`src/hw/ovfr_params.svh`:
```
// constants for the output voltage fault response block
`ifndef OVFR_PARAMS_SVH
`define OVFR_PARAMS_SVH
`define OVFR_NCH 8
`define OVFR_ACT_HI 7
`define OVFR_ACT_LO 6
`define OVFR_RTY_HI 5
`define OVFR_RTY_LO 3
`define OVFR_DLY_HI 2
`define OVFR_DLY_LO 0
`define OVFR_ACT_IGNORE 2'h0
`define OVFR_ACT_DEGLITCH 2'h1
`define OVFR_RTY_NONE 3'h0
`define OVFR_DLY_NONE 3'h0
`define OVFR_POLICY_RST 8'h00
`define OVFR_SAMPLE_NS 12200
`define OVFR_CLK_NS 100
`define OVFR_SAMPLE_CYC ((`OVFR_SAMPLE_NS + `OVFR_CLK_NS - 1) / `OVFR_CLK_NS)
`define OVFR_SB_VOUT 5
`define OVFR_SW_VOUT 15
`define OVFR_SV_OV 7
`define OVFR_SV_UV 4
`endif

```
`src/hw/ovfr_pkg.sv`:
```
// types for the output voltage fault response block
package ovfr_pkg;
    typedef enum logic [3:0] {
        OVFR_RUN = 4'h1,
        OVFR_WAIT = 4'h2,
        OVFR_OFF = 4'h4,
        OVFR_HOLD = 4'h8
    } ovfr_state_t;
    typedef struct packed {
        logic [1:0] action;
        logic [2:0] restart;
        logic [2:0] deglitch;
    } ovfr_policy_t;
    typedef struct packed {
        logic [7:0] status_byte;
        logic [15:0] status_word;
        logic [7:0] status_vout;
    } ovfr_status_t;
endpackage

```
`src/hw/ovfr_chan.sv`:
```
// one channel: deglitch, shutdown and restart sequencing for one fault type
`timescale 1ns/10ps
`include "ovfr_params.svh"
module ovfr_chan
    import ovfr_pkg::*;
(
    // clock and reset
    input wire logic sys_clk,
    input wire logic srst,
    // settings
    input wire ovfr_pkg::ovfr_policy_t policy,
    input wire logic [2:0] retry_limit,
    // events
    input wire logic sample_tick,
    input wire logic fault,
    input wire logic stop_retry,
    input wire logic other_shutdown,
    input wire logic clear_fault,
    input wire logic restart_done,
    // results
    output logic shutdown,
    output logic fault_event
);
    typedef struct packed {
        ovfr_state_t st;
        logic [2:0] cnt;
        logic [2:0] tries;
        logic shutdown;
        logic fault_event;
        logic fault_d;
    } ovfr_chan_st_t;
    ovfr_chan_st_t r, next_r;

    always_comb
    begin
        next_r = r;
        next_r.fault_event = fault && !r.fault_d;
        next_r.fault_d = fault;
        case (r.st)
            OVFR_RUN:
            begin
                next_r.shutdown = 1'b0;
                if (fault && policy.action != `OVFR_ACT_IGNORE)
                begin
                    if (policy.action == `OVFR_ACT_DEGLITCH
                        && policy.deglitch != `OVFR_DLY_NONE)
                    begin
                        next_r.st = OVFR_WAIT;
                        next_r.cnt = 3'h0;
                    end
                    else
                    begin
                        next_r.st = OVFR_OFF;
                        next_r.shutdown = 1'b1;
                    end
                end
            end
            OVFR_WAIT:
            begin
                if (!fault)
                    next_r.st = OVFR_RUN; // glitch filtered
                else if (sample_tick)
                begin
                    next_r.cnt = r.cnt + 3'h1;
                    if (r.cnt + 3'h1 == policy.deglitch)
                    begin
                        next_r.st = OVFR_OFF;
                        next_r.shutdown = 1'b1;
                    end
                end
            end
            OVFR_OFF:
            begin
                // decide restart once off
                if (policy.restart == `OVFR_RTY_NONE || stop_retry
                    || other_shutdown || r.tries >= retry_limit)
                    next_r.st = OVFR_HOLD;
                else if (restart_done && !fault)
                begin
                    next_r.tries = r.tries + 3'h1;
                    next_r.st = OVFR_RUN;
                    next_r.shutdown = 1'b0;
                end
            end
            OVFR_HOLD:
            begin
                if (clear_fault)
                begin
                    next_r.st = OVFR_RUN;
                    next_r.tries = 3'h0;
                    next_r.shutdown = 1'b0;
                end
            end
            default:
            begin
                next_r.st = OVFR_RUN;
            end
        endcase
    end

    always_ff @(posedge sys_clk)
    begin
        if (srst)
        begin
            r <= '{st: OVFR_RUN, cnt: 3'h0, tries: 3'h0, shutdown: 1'b0,
                   fault_event: 1'b0, fault_d: 1'b0};
        end
        else
        begin
            r <= next_r;
        end
    end

    assign shutdown = r.shutdown;
    assign fault_event = r.fault_event;
endmodule // ovfr_chan

```
`src/hw/ovfr_top.sv`:
```
// output voltage fault response for eight channels, ov and uv
`timescale 1ns/10ps
`include "ovfr_params.svh"
// Notes on behaviour
// - action 00b: record fault, channel keeps running
// - action 01b: wait deglitch samples, shut down if fault persists
// - action 1Xb: shut down, immediate or sequenced per shutdown style
// - after fault shutdown, restart decision uses the restart field
// - restart 000b: no restart, output stays off until fault cleared
// - nonzero restart: retry to global limit unless commanded off, bias lost or other fault
// - deglitch field counts samples a fault must persist before shutdown
// - deglitch 000b: shut down with no wait
// - nonzero deglitch: off after that many consecutive 12.2 us samples
// - each fault sets status byte, status word and vout status bits
// - each fault pulls the host alert line low
// - odd channels in current mode ignore ov/uv faults
// - responses driven only by fast supervisor measurements
// - sequenced turn-off delay timed by shared clock else internal oscillator
module ovfr_top
    import ovfr_pkg::*;
(
    // clock and reset
    input wire logic sys_clk,
    input wire logic srst,
    // policy bytes per channel
    input wire logic [`OVFR_NCH*8-1:0] overvoltage_fault_policy,
    input wire logic [`OVFR_NCH*8-1:0] undervoltage_fault_policy,
    input wire logic [2:0] retry_limit,
    input wire logic [`OVFR_NCH-1:0] seq_off_style,
    input wire logic [`OVFR_NCH-1:0] current_mode,
    // fast supervisor comparator results
    input wire logic [`OVFR_NCH-1:0] sup_ov,
    input wire logic [`OVFR_NCH-1:0] sup_uv,
    // off delay timebase
    input wire logic share_clk_present,
    input wire logic share_tick,
    input wire logic osc_tick,
    input wire logic [15:0] off_delay_ticks,
    // control
    input wire logic [`OVFR_NCH-1:0] commanded_off,
    input wire logic bias_lost,
    input wire logic clear_faults,
    input wire logic [`OVFR_NCH-1:0] restart_done,
    // outputs
    output logic [`OVFR_NCH-1:0] chan_enable,
    output ovfr_pkg::ovfr_status_t [`OVFR_NCH-1:0] status,
    output logic host_alert_line_o,
    output logic host_alert_line_oe
);
    function automatic logic chan_masked(input int idx, input logic cm);
        chan_masked = (idx % 2 == 1) && cm;
    endfunction

    typedef struct packed {
        logic [7:0] tick_cnt;
        logic sample_tick;
        logic [`OVFR_NCH-1:0] chan_enable;
        logic [`OVFR_NCH-1:0] off_pend;
        logic [`OVFR_NCH-1:0][15:0] off_cnt;
        ovfr_status_t [`OVFR_NCH-1:0] status;
        logic alert;
    } ovfr_top_st_t;
    ovfr_top_st_t r, next_r;

    logic [`OVFR_NCH-1:0] ov_sd, uv_sd, ov_ev, uv_ev, ov_f, uv_f;
    logic off_tick;
    assign off_tick = share_clk_present ? share_tick : osc_tick;

    genvar g;
    generate
        for (g = 0; g < `OVFR_NCH; g++)
        begin : g_ch
            assign ov_f[g] = sup_ov[g] && !chan_masked(g, current_mode[g]);
            assign uv_f[g] = sup_uv[g] && !chan_masked(g, current_mode[g]);
            ovfr_chan u_ov (
                .sys_clk(sys_clk), .srst(srst),
                .policy(ovfr_policy_t'(overvoltage_fault_policy[g*8 +: 8])),
                .retry_limit(retry_limit), .sample_tick(r.sample_tick),
                .fault(ov_f[g]), .stop_retry(commanded_off[g] || bias_lost),
                .other_shutdown(uv_sd[g]), .clear_fault(clear_faults),
                .restart_done(restart_done[g]), .shutdown(ov_sd[g]), .fault_event(ov_ev[g]));
            ovfr_chan u_uv (
                .sys_clk(sys_clk), .srst(srst),
                .policy(ovfr_policy_t'(undervoltage_fault_policy[g*8 +: 8])),
                .retry_limit(retry_limit), .sample_tick(r.sample_tick),
                .fault(uv_f[g]), .stop_retry(commanded_off[g] || bias_lost),
                .other_shutdown(ov_sd[g]), .clear_fault(clear_faults),
                .restart_done(restart_done[g]), .shutdown(uv_sd[g]), .fault_event(uv_ev[g]));
        end
    endgenerate

    always_comb
    begin
        next_r = r;
        next_r.sample_tick = 1'b0;
        if (r.tick_cnt == 8'(`OVFR_SAMPLE_CYC - 1))
        begin
            next_r.tick_cnt = 8'h00;
            next_r.sample_tick = 1'b1;
        end
        else
            next_r.tick_cnt = r.tick_cnt + 8'h01;
        if (clear_faults)
            next_r.alert = 1'b0;
        for (int i = 0; i < `OVFR_NCH; i++)
        begin
            if (clear_faults)
                next_r.status[i] = '0;
            if (ov_ev[i] || uv_ev[i]) // set wins over clear
            begin
                next_r.status[i].status_byte[`OVFR_SB_VOUT] = 1'b1;
                next_r.status[i].status_word[`OVFR_SW_VOUT] = 1'b1;
                next_r.alert = 1'b1;
            end
            if (ov_ev[i])
                next_r.status[i].status_vout[`OVFR_SV_OV] = 1'b1;
            if (uv_ev[i])
                next_r.status[i].status_vout[`OVFR_SV_UV] = 1'b1;
            if (!(ov_sd[i] || uv_sd[i]))
            begin
                next_r.chan_enable[i] = 1'b1;
                next_r.off_pend[i] = 1'b0;
                next_r.off_cnt[i] = 16'h0000;
            end
            else if (!seq_off_style[i])
                next_r.chan_enable[i] = 1'b0;
            else if (r.chan_enable[i])
            begin
                next_r.off_pend[i] = 1'b1;
                if (off_tick)
                    next_r.off_cnt[i] = r.off_cnt[i] + 16'h0001;
                if (r.off_cnt[i] >= off_delay_ticks)
                    next_r.chan_enable[i] = 1'b0;
            end
        end
    end

    always_ff @(posedge sys_clk)
    begin
        if (srst)
        begin
            r <= '0;
        end
        else
        begin
            r <= next_r;
        end
    end

    assign chan_enable = r.chan_enable;
    assign status = r.status;
    assign host_alert_line_o = 1'b0;
    assign host_alert_line_oe = r.alert;
endmodule // ovfr_top

```
`config.mk`:
```
export PLATFORM = sky130hd
export DESIGN_NAME = ovfr_top
export DESIGN_NICKNAME = d
export VERILOG_FILES = /design/src/hw/ovfr_pkg.sv /design/src/hw/ovfr_chan.sv /design/src/hw/ovfr_top.sv
export VERILOG_INCLUDE_DIRS = /design/src /design/src/hw
export SDC_FILE = /design/constraint.sdc
export NUM_CORES = 1
export LEC_CHECK = 0
export BUFFER_PORTS_ARGS = -buffer_cell sky130_fd_sc_hd__buf_2
export CAP_MARGIN = 20
export CORE_MARGIN = 2
export CORE_UTILIZATION = 25
export DETAILED_ROUTE_END_ITERATION = 10
export PLACE_DENSITY = 0.52
export SLEW_MARGIN = 20
export SYNTH_ARGS = -nofsm -noshare
export SYNTH_HDL_FRONTEND = slang
export SYNTH_SLANG_ARGS = --single-unit
```
`constraint.sdc`:
```
create_clock -name sys_clk -period 2.45 [get_ports sys_clk]
set_input_delay 0.1225 -clock sys_clk [delete_from_list [all_inputs] [get_ports sys_clk]]
set_output_delay 0.1225 -clock sys_clk [all_outputs]
set_load 0.005 [all_outputs]
```
==> summary.txt, run 1 <==
Setup path
  • Worst setup SP type: register
  • CP Data Required Time: 2.97 ns
  • CP peak stage delay: 0.47 ns
  • Crit-path slowest cell: or3b_2
  • Largest fanout on the critical path: 3
  • Crit path DAT: 2.86 ns
  • Worst reg2reg setup slack: 0.11 ns
  • Critical-path cell list: inv_1, ha_1, or3b_2, o211ai_1, or3b_4, a221oi_2, a21oi_1, a311oi_1
  • Crit end category: register
  • Kind of critical path: register to register

Floorplanning
  • DIE WIDTH: 320 µm
  • Die area: 103000 µm²
  • Ports: 468
  • Core area: 99700 µm²
  • Initial Util: 25.1%
  • Rows: 116
  • Die Ht: 320 µm

Status
  • Status: complete, no violations

Logic synthesis
  • Synthesized area per cell: 8.27 µm²
  • Post-Synthesis Cells: 3027
  • Synth async-reset ratio: 0%
  • Synth unique cells: 86
  • Dominant cells by area after synthesis: dfxtp_1 (30%), ha_1 (11%), buf_4 (7.9%)
  • Warnings from Yosys: 0
  • Number of flops mapped to enable cells by yosys: 0
  • Post-synth top area share: 30.2%
  • Top FF cell, synth: dfxtp_1
  • Synthesized area: 25000 µm²
  • Yosys reg bits: 378
  • Seq/Total Area, Yosys: 30.2%
  • Area leader, netlist: dfxtp_1

Clock network
  • CTS buffer count: 47
  • CTS Buffer Depth: 3
  • CTS tree: done
  • Clock root buffer: clkbuf_16
  • Clock Sinks: 378
  • Worst-path clk slew: 0.06 ns
  • Later-pin clock latency in the skew report: 0.62 ns
  • H-tree Lvls: 2

Global routing
  • Initial antenna violation count: 21
  • Largest net degree at the start of global routing: 101
  • Vias in the first global route: 20000
  • GRT Util Overall: 14.4%
  • GR Overflow Total: 0
  • First-pass GRT wire length: 116000 µm

Timing
  • Final worst path period share: 95.6%
  • Setup Viol. Count Final: 0
  • Fin. Hold Viols: 0
  • Fin crit period: 2.34 ns
  • Worst-margin pin slew: 0.727 ns
  • FMAX: 427 MHz
  • Total negative setup slack: 0 ns
  • Slew Limit Fails: 0
  • Skew final: 0.0202 ns
  • Relative slew slack: 51.5%
  • Final worst slack: 0.109 ns
  • Unrepaired setup endpoints after global routing: false

Cells and area
  • Fraction of layout cells with a size suffix above 1: 14.0%
  • Nets: 3778
  • Final Util: 29.7%
  • Layout fillers: 10600
  • Final cell count without fillers: 4698
  • Commonest non-fill, non-tap cell in the layout: dfxtp_1
  • Most frequent cells in the layout: dfxtp_1 (376), nor2_1 (303), buf_2 (237), conb_1 (225), ha_1 (218)
  • Layout area overhead: 18.2%

Drt
  • Final WL: 76600 µm
  • Antenna Nets Post-Route: 0
  • Total number of vias: 21900
  • Routed WL per cell: 16.3 µm
  • DRC: 0
  • First-pass detailed-route iteration total: 7
  • Drt initial violations: 1394
  • Via density: 4.66

Power and ir drop
  • Pwr Density: 598 nW/µm²
  • Leakage: 12.3 nW
  • Worst VDD drop: 0.000428 V

Flow run
  • Max_cap viols: 0

Min path
  • Worst hold path class: input port to register

Placement
  • Cell count after placement: 4528
  • Post-DP HPWL: 57200 µm
  • I/O Buffers: 238
  • Post-Place Setup Slack: -0.381 ns
  • Gpl congestion: 0.837
## worst max-delay path, delay by kind of cell, from the launching register on
family / cells / cell delay (ns)
AND/OR/NAND/NOR: 2 / 0.89
AO/OA/AOI/OAI: 4 / 0.74
buffers and inverters: 1 / 0.05
flip-flops: 1 / 0.33
adder cells (fa/ha/maj): 1 / 0.26
## layer usage
layer  vias up  wire length [µm]  track usage (%)
met5         -               107                0
met4        16              1210             3.29
met3        98              5180             3.24
met1     10200             36600             20.0
met2       551             33500             22.4
li1      11000                 -                -
## cells by family after synthesis
logic type | share of synthesized area [%]
adder cells (fa/ha/maj) | 10.9
AND/OR/NAND/NOR | 24.0
buffers and inverters | 10.7
XOR/XNOR | 6.89
multiplexers | 1.41
AO/OA/AOI/OAI | 15.8
other | 0.0150
flip-flops | 30.2
## final cells by class
type                    count  area (µm²)  share of cell area, %
clock buffers              64        1360                   4.60
repair buffers            416        2800                   9.48
inverters                  91         342                   1.15
multi-input cells        2424       15700                   52.9
well taps                1298        1620                   5.49
clock inverters            18         203                  0.685
flip-flops and latches    378        7570                   25.6
diodes                      9        22.5                 0.0761
## worst paths after layout
path / start / depth (start not counted) / to
setup / recovery: g_ch[2].u_ov.r[3] / 8 / g_ch[2].u_ov.shutdown
setup reg to reg: g_ch[2].u_ov.r[3] / 8 / g_ch[2].u_ov.shutdown
hold / removal: seq_off_style[1] / 4 / r[274]
hold reg to reg: g_ch[2].u_uv.r[0] / 1 / g_ch[2].u_uv.fault_event
## registers in the layout (all words and copies together), names as in the netlist
signal and flops:
chan_enable 8, r 137, g_ch.u_uv.fault_event 8, g_ch.u_ov.shutdown 8, g_ch.u_ov.fault_event 8, host_alert_line_oe 1
status 24, g_ch.u_uv.r 88, g_ch.u_uv.shutdown 8, g_ch.u_ov.r 88
## synthesized netlist by cell type, drive strengths merged, types with 57 or more instances
library cell,instances
a21o,57
a21oi,215
buf,281
clkbuf,77
dfxtp,378
ha,218
inv,91
nand2,186
nand2b,64
nand4,57
nor2,303
nor2b,68
nor3,99
o21ai,149
xnor2,90
xor2,91
## where the power goes
part | switching, mW | leakage [nW] | internal [mW] | total (mW)
registers | 0.491 | 3.07 | 6.48 | 6.97
clock network | 2.99 | 0.784 | 4.20 | 7.19
logic | 2.01 | 8.40 | 1.53 | 3.54
total | 5.49 | 12.3 | 12.2 | 17.7
## stage by stage
| step | instance area, µm² | power [mW] | hold WS [ns] |
|---|---|---|---|
| 2_1_floorplan | 25900 | 9.46 | 0.277 |
| 4_1_cts | 29500 | 17.9 | 0.000770 |
| 3_3_place_gp | 27200 | 10.5 | 0.370 |
| 5_1_grt | 29600 | 18.7 | 0.0490 |
| 6_report | 29600 | 17.7 | 0.0209 |
| 3_5_place_dp | 27200 | 10.5 | 0.378 |
## what timing repair did
action,CTS,global route
hold endpoints to repair,89,0
setup endpoints to repair,2,7
resized for setup,1,6
hold buffers,78,0
setup buffers,0,1
pin swaps,0,4
(Power assumes the default switching activity.)
==> run 2: changes to the inputs <==
--- a/config.mk
+++ b/config.mk
@@ -8,10 +8,12 @@
 export LEC_CHECK = 0
 export BUFFER_PORTS_ARGS = -buffer_cell sky130_fd_sc_hd__buf_2
 export CAP_MARGIN = 20
+export CORE_ASPECT_RATIO = 0.5
 export CORE_MARGIN = 2
-export CORE_UTILIZATION = 25
+export CORE_UTILIZATION = 40
 export DETAILED_ROUTE_END_ITERATION = 10
-export PLACE_DENSITY = 0.52
+export GPL_TIMING_DRIVEN = 0
+export PLACE_DENSITY = 0.71
 export SLEW_MARGIN = 20
 export SYNTH_ARGS = -nofsm -noshare
 export SYNTH_HDL_FRONTEND = slang
==> summary.txt, run 2 (synthesis results as in run 1) <==
Global routing
  • GRT Util Overall: 21.8%
  • GR Overflow Total: 0
  • First-pass GRT wire length: 113000 µm
  • Largest net degree at the start of global routing: 17
  • Vias in the first global route: 21400
  • Initial antenna violation count: 6

Timing
  • Fin crit period: 2.38 ns
  • Setup Viol. Count Final: 0
  • Relative slew slack: 23.3%
  • Skew final: 0.0217 ns
  • Final worst path period share: 97.1%
  • Final worst slack: 0.0710 ns
  • FMAX: 420 MHz
  • Slew Limit Fails: 0
  • Fin. Hold Viols: 0
  • Worst-margin pin slew: 1.15 ns

Drt
  • Drt initial violations: 1685
  • Routed WL per cell: 16.8 µm
  • Via density: 5.26
  • First-pass detailed-route iteration total: 6
  • Antenna Nets Post-Route: 0
  • DRC: 0
  • Total number of vias: 23200
  • Final WL: 74000 µm

Clock network
  • Clock root buffer: clkbuf_16
  • H-tree Lvls: 2
  • Clock Sinks: 378
  • CTS Buffer Depth: 3
  • Worst-path clk slew: 0.06 ns
  • CTS buffer count: 40
  • CTS tree: done
  • Later-pin clock latency in the skew report: 0.55 ns

Cells and area
  • Largest register FFs: 137
  • Most frequent cells in the layout: dfxtp_1 (376), nor2_1 (303), buf_4 (267), buf_2 (242), conb_1 (225)
  • Largest registers: r: 137 flops, g_ch.u_ov.r: 88 flops, g_ch.u_uv.r: 88 flops
  • Nets: 3970
  • Fraction of layout cells with a size suffix above 1: 18.0%
  • Layout area overhead: 19.2%
  • Layout fillers: 5882
  • Final Util: 48.5%
  • Most flops, register: r
  • Commonest non-fill, non-tap cell in the layout: dfxtp_1

Setup path
  • Kind of critical path: register to register
  • Crit end category: register
  • Critical-path cell list: nor4_1, o31ai_1, nor4_2, nand2_1, xnor2_1, and2_1
  • Crit-path slowest cell: nor4_1
  • Crit path DAT: 2.81 ns
  • CP Data Required Time: 2.88 ns
  • Worst setup SP type: register
  • CP peak stage delay: 0.57 ns
  • Largest fanout on the critical path: 4

Power and ir drop
  • Leakage: 13.0 nW
  • Pwr Density: 576 nW/µm²
  • Worst VDD drop: 0.000394 V
  • Total power: 17.2 mW

Floorplanning
  • Die area: 64700 µm²
  • Die Ht: 181 µm
  • DIE WIDTH: 358 µm
  • Rows: 64
  • Ports: 468
  • Initial Util: 40.7%
  • Core area: 61500 µm²

Placement
  • Post-Place Setup Slack: -0.607 ns
  • Post-DP HPWL: 54300 µm
  • Gpl congestion: 0.916
  • I/O Buffers: 233

Min path
  • Worst hold path class: input port to register

Status
  • Status: complete, no violations

Flow run
  • Max_cap viols: 0
## run 2: cell count changes in the layout (fill, tap and decap cells not counted), moves of 7 or more
cell and change:
nor4b_1 -8, nor4b_2 +8, clkbuf_1 +74, dlygate4sd3_1 -56, buf_4 +173, buf_1 +7
## run 2: power by group
part | switching (mW) | internal (mW)
clock | 2.59 | 3.89
combinational | 2.18 | 1.62
sequential | 0.410 | 6.47
## run 2: area by class of cell
| cell class | instances | area (µm²) | share of cell area (%) |
|---|---|---|---|
| Multi-Input combinational cell | 2424 | 15700 | 52.7 |
| Sequential cell | 378 | 7570 | 25.4 |
| Buffer | 357 | 2350 | 7.88 |
| Timing Repair Buffer | 258 | 1420 | 4.75 |
| Clock buffer | 57 | 1190 | 3.98 |
| Tap cell | 825 | 1030 | 3.46 |
| Inverter | 91 | 342 | 1.15 |
| Clock inverter | 14 | 200 | 0.671 |
| Antenna cell | 6 | 15.0 | 0.0503 |
## run 2: path summary, 6_finish.rpt
path,start,end,slack (ns),depth (start not counted)
hold reg to reg,g_ch[5].u_ov.r[0],g_ch[5].u_ov.fault_event,0.38,1
hold / removal,restart_done[1],g_ch[1].u_uv.r[11],0.02,4
setup / recovery,g_ch[4].u_uv.shutdown,g_ch[4].u_ov.r[5],0.07,6
setup reg to reg,g_ch[4].u_uv.shutdown,g_ch[4].u_ov.r[5],0.07,6
## run 2: worst max-delay path, delay by kind of cell (launching register included)
family          cells  cell delay [ns]
compound gates      1             0.29
flops               1             0.44
simple gates        4             1.40
xor+xnor            1             0.14
## run 2: routing by layer
| layer | up-vias | share of wire, % | global-route usage (%) |
|---|---|---|---|
| met4 | 0 | 4.0 | 8.90 |
| met3 | 156 | 5.7 | 2.56 |
| met5 | - | 0 | 0 |
| li1 | 11400 | - | - |
| met1 | 10900 | 41 | 26.1 |
| met2 | 720 | 49 | 39.4 |
## run 2: timing repair
action | 4_1_cts | 5_1_grt
hold buffers | 22 | 0
setup endpoints to repair | 65 | 26
pin swaps | 1 | 3
setup buffers | 0 | 2
gates resized for setup | 5 | 10
endpoints found under the hold margin | 19 | 0
## run 2: through the flow
| step | hold slack [ns] | instances | setup TNS [ns] | instance area, µm² |
|---|---|---|---|---|
| final | 0.0241 | 4410 | 0 | 29800 |
| after detailed placement | 0.375 | 4310 | -45.96 | 28100 |
| after floorplan | 0.277 | 3251 | 0 | 25900 |
| after global routing | 0.0427 | 4409 | -0.00562 | 29800 |
| after CTS | 0.0000800 | 4402 | 0 | 29700 |
| after global placement | 0.372 | 4309 | -44.75 | 28100 |
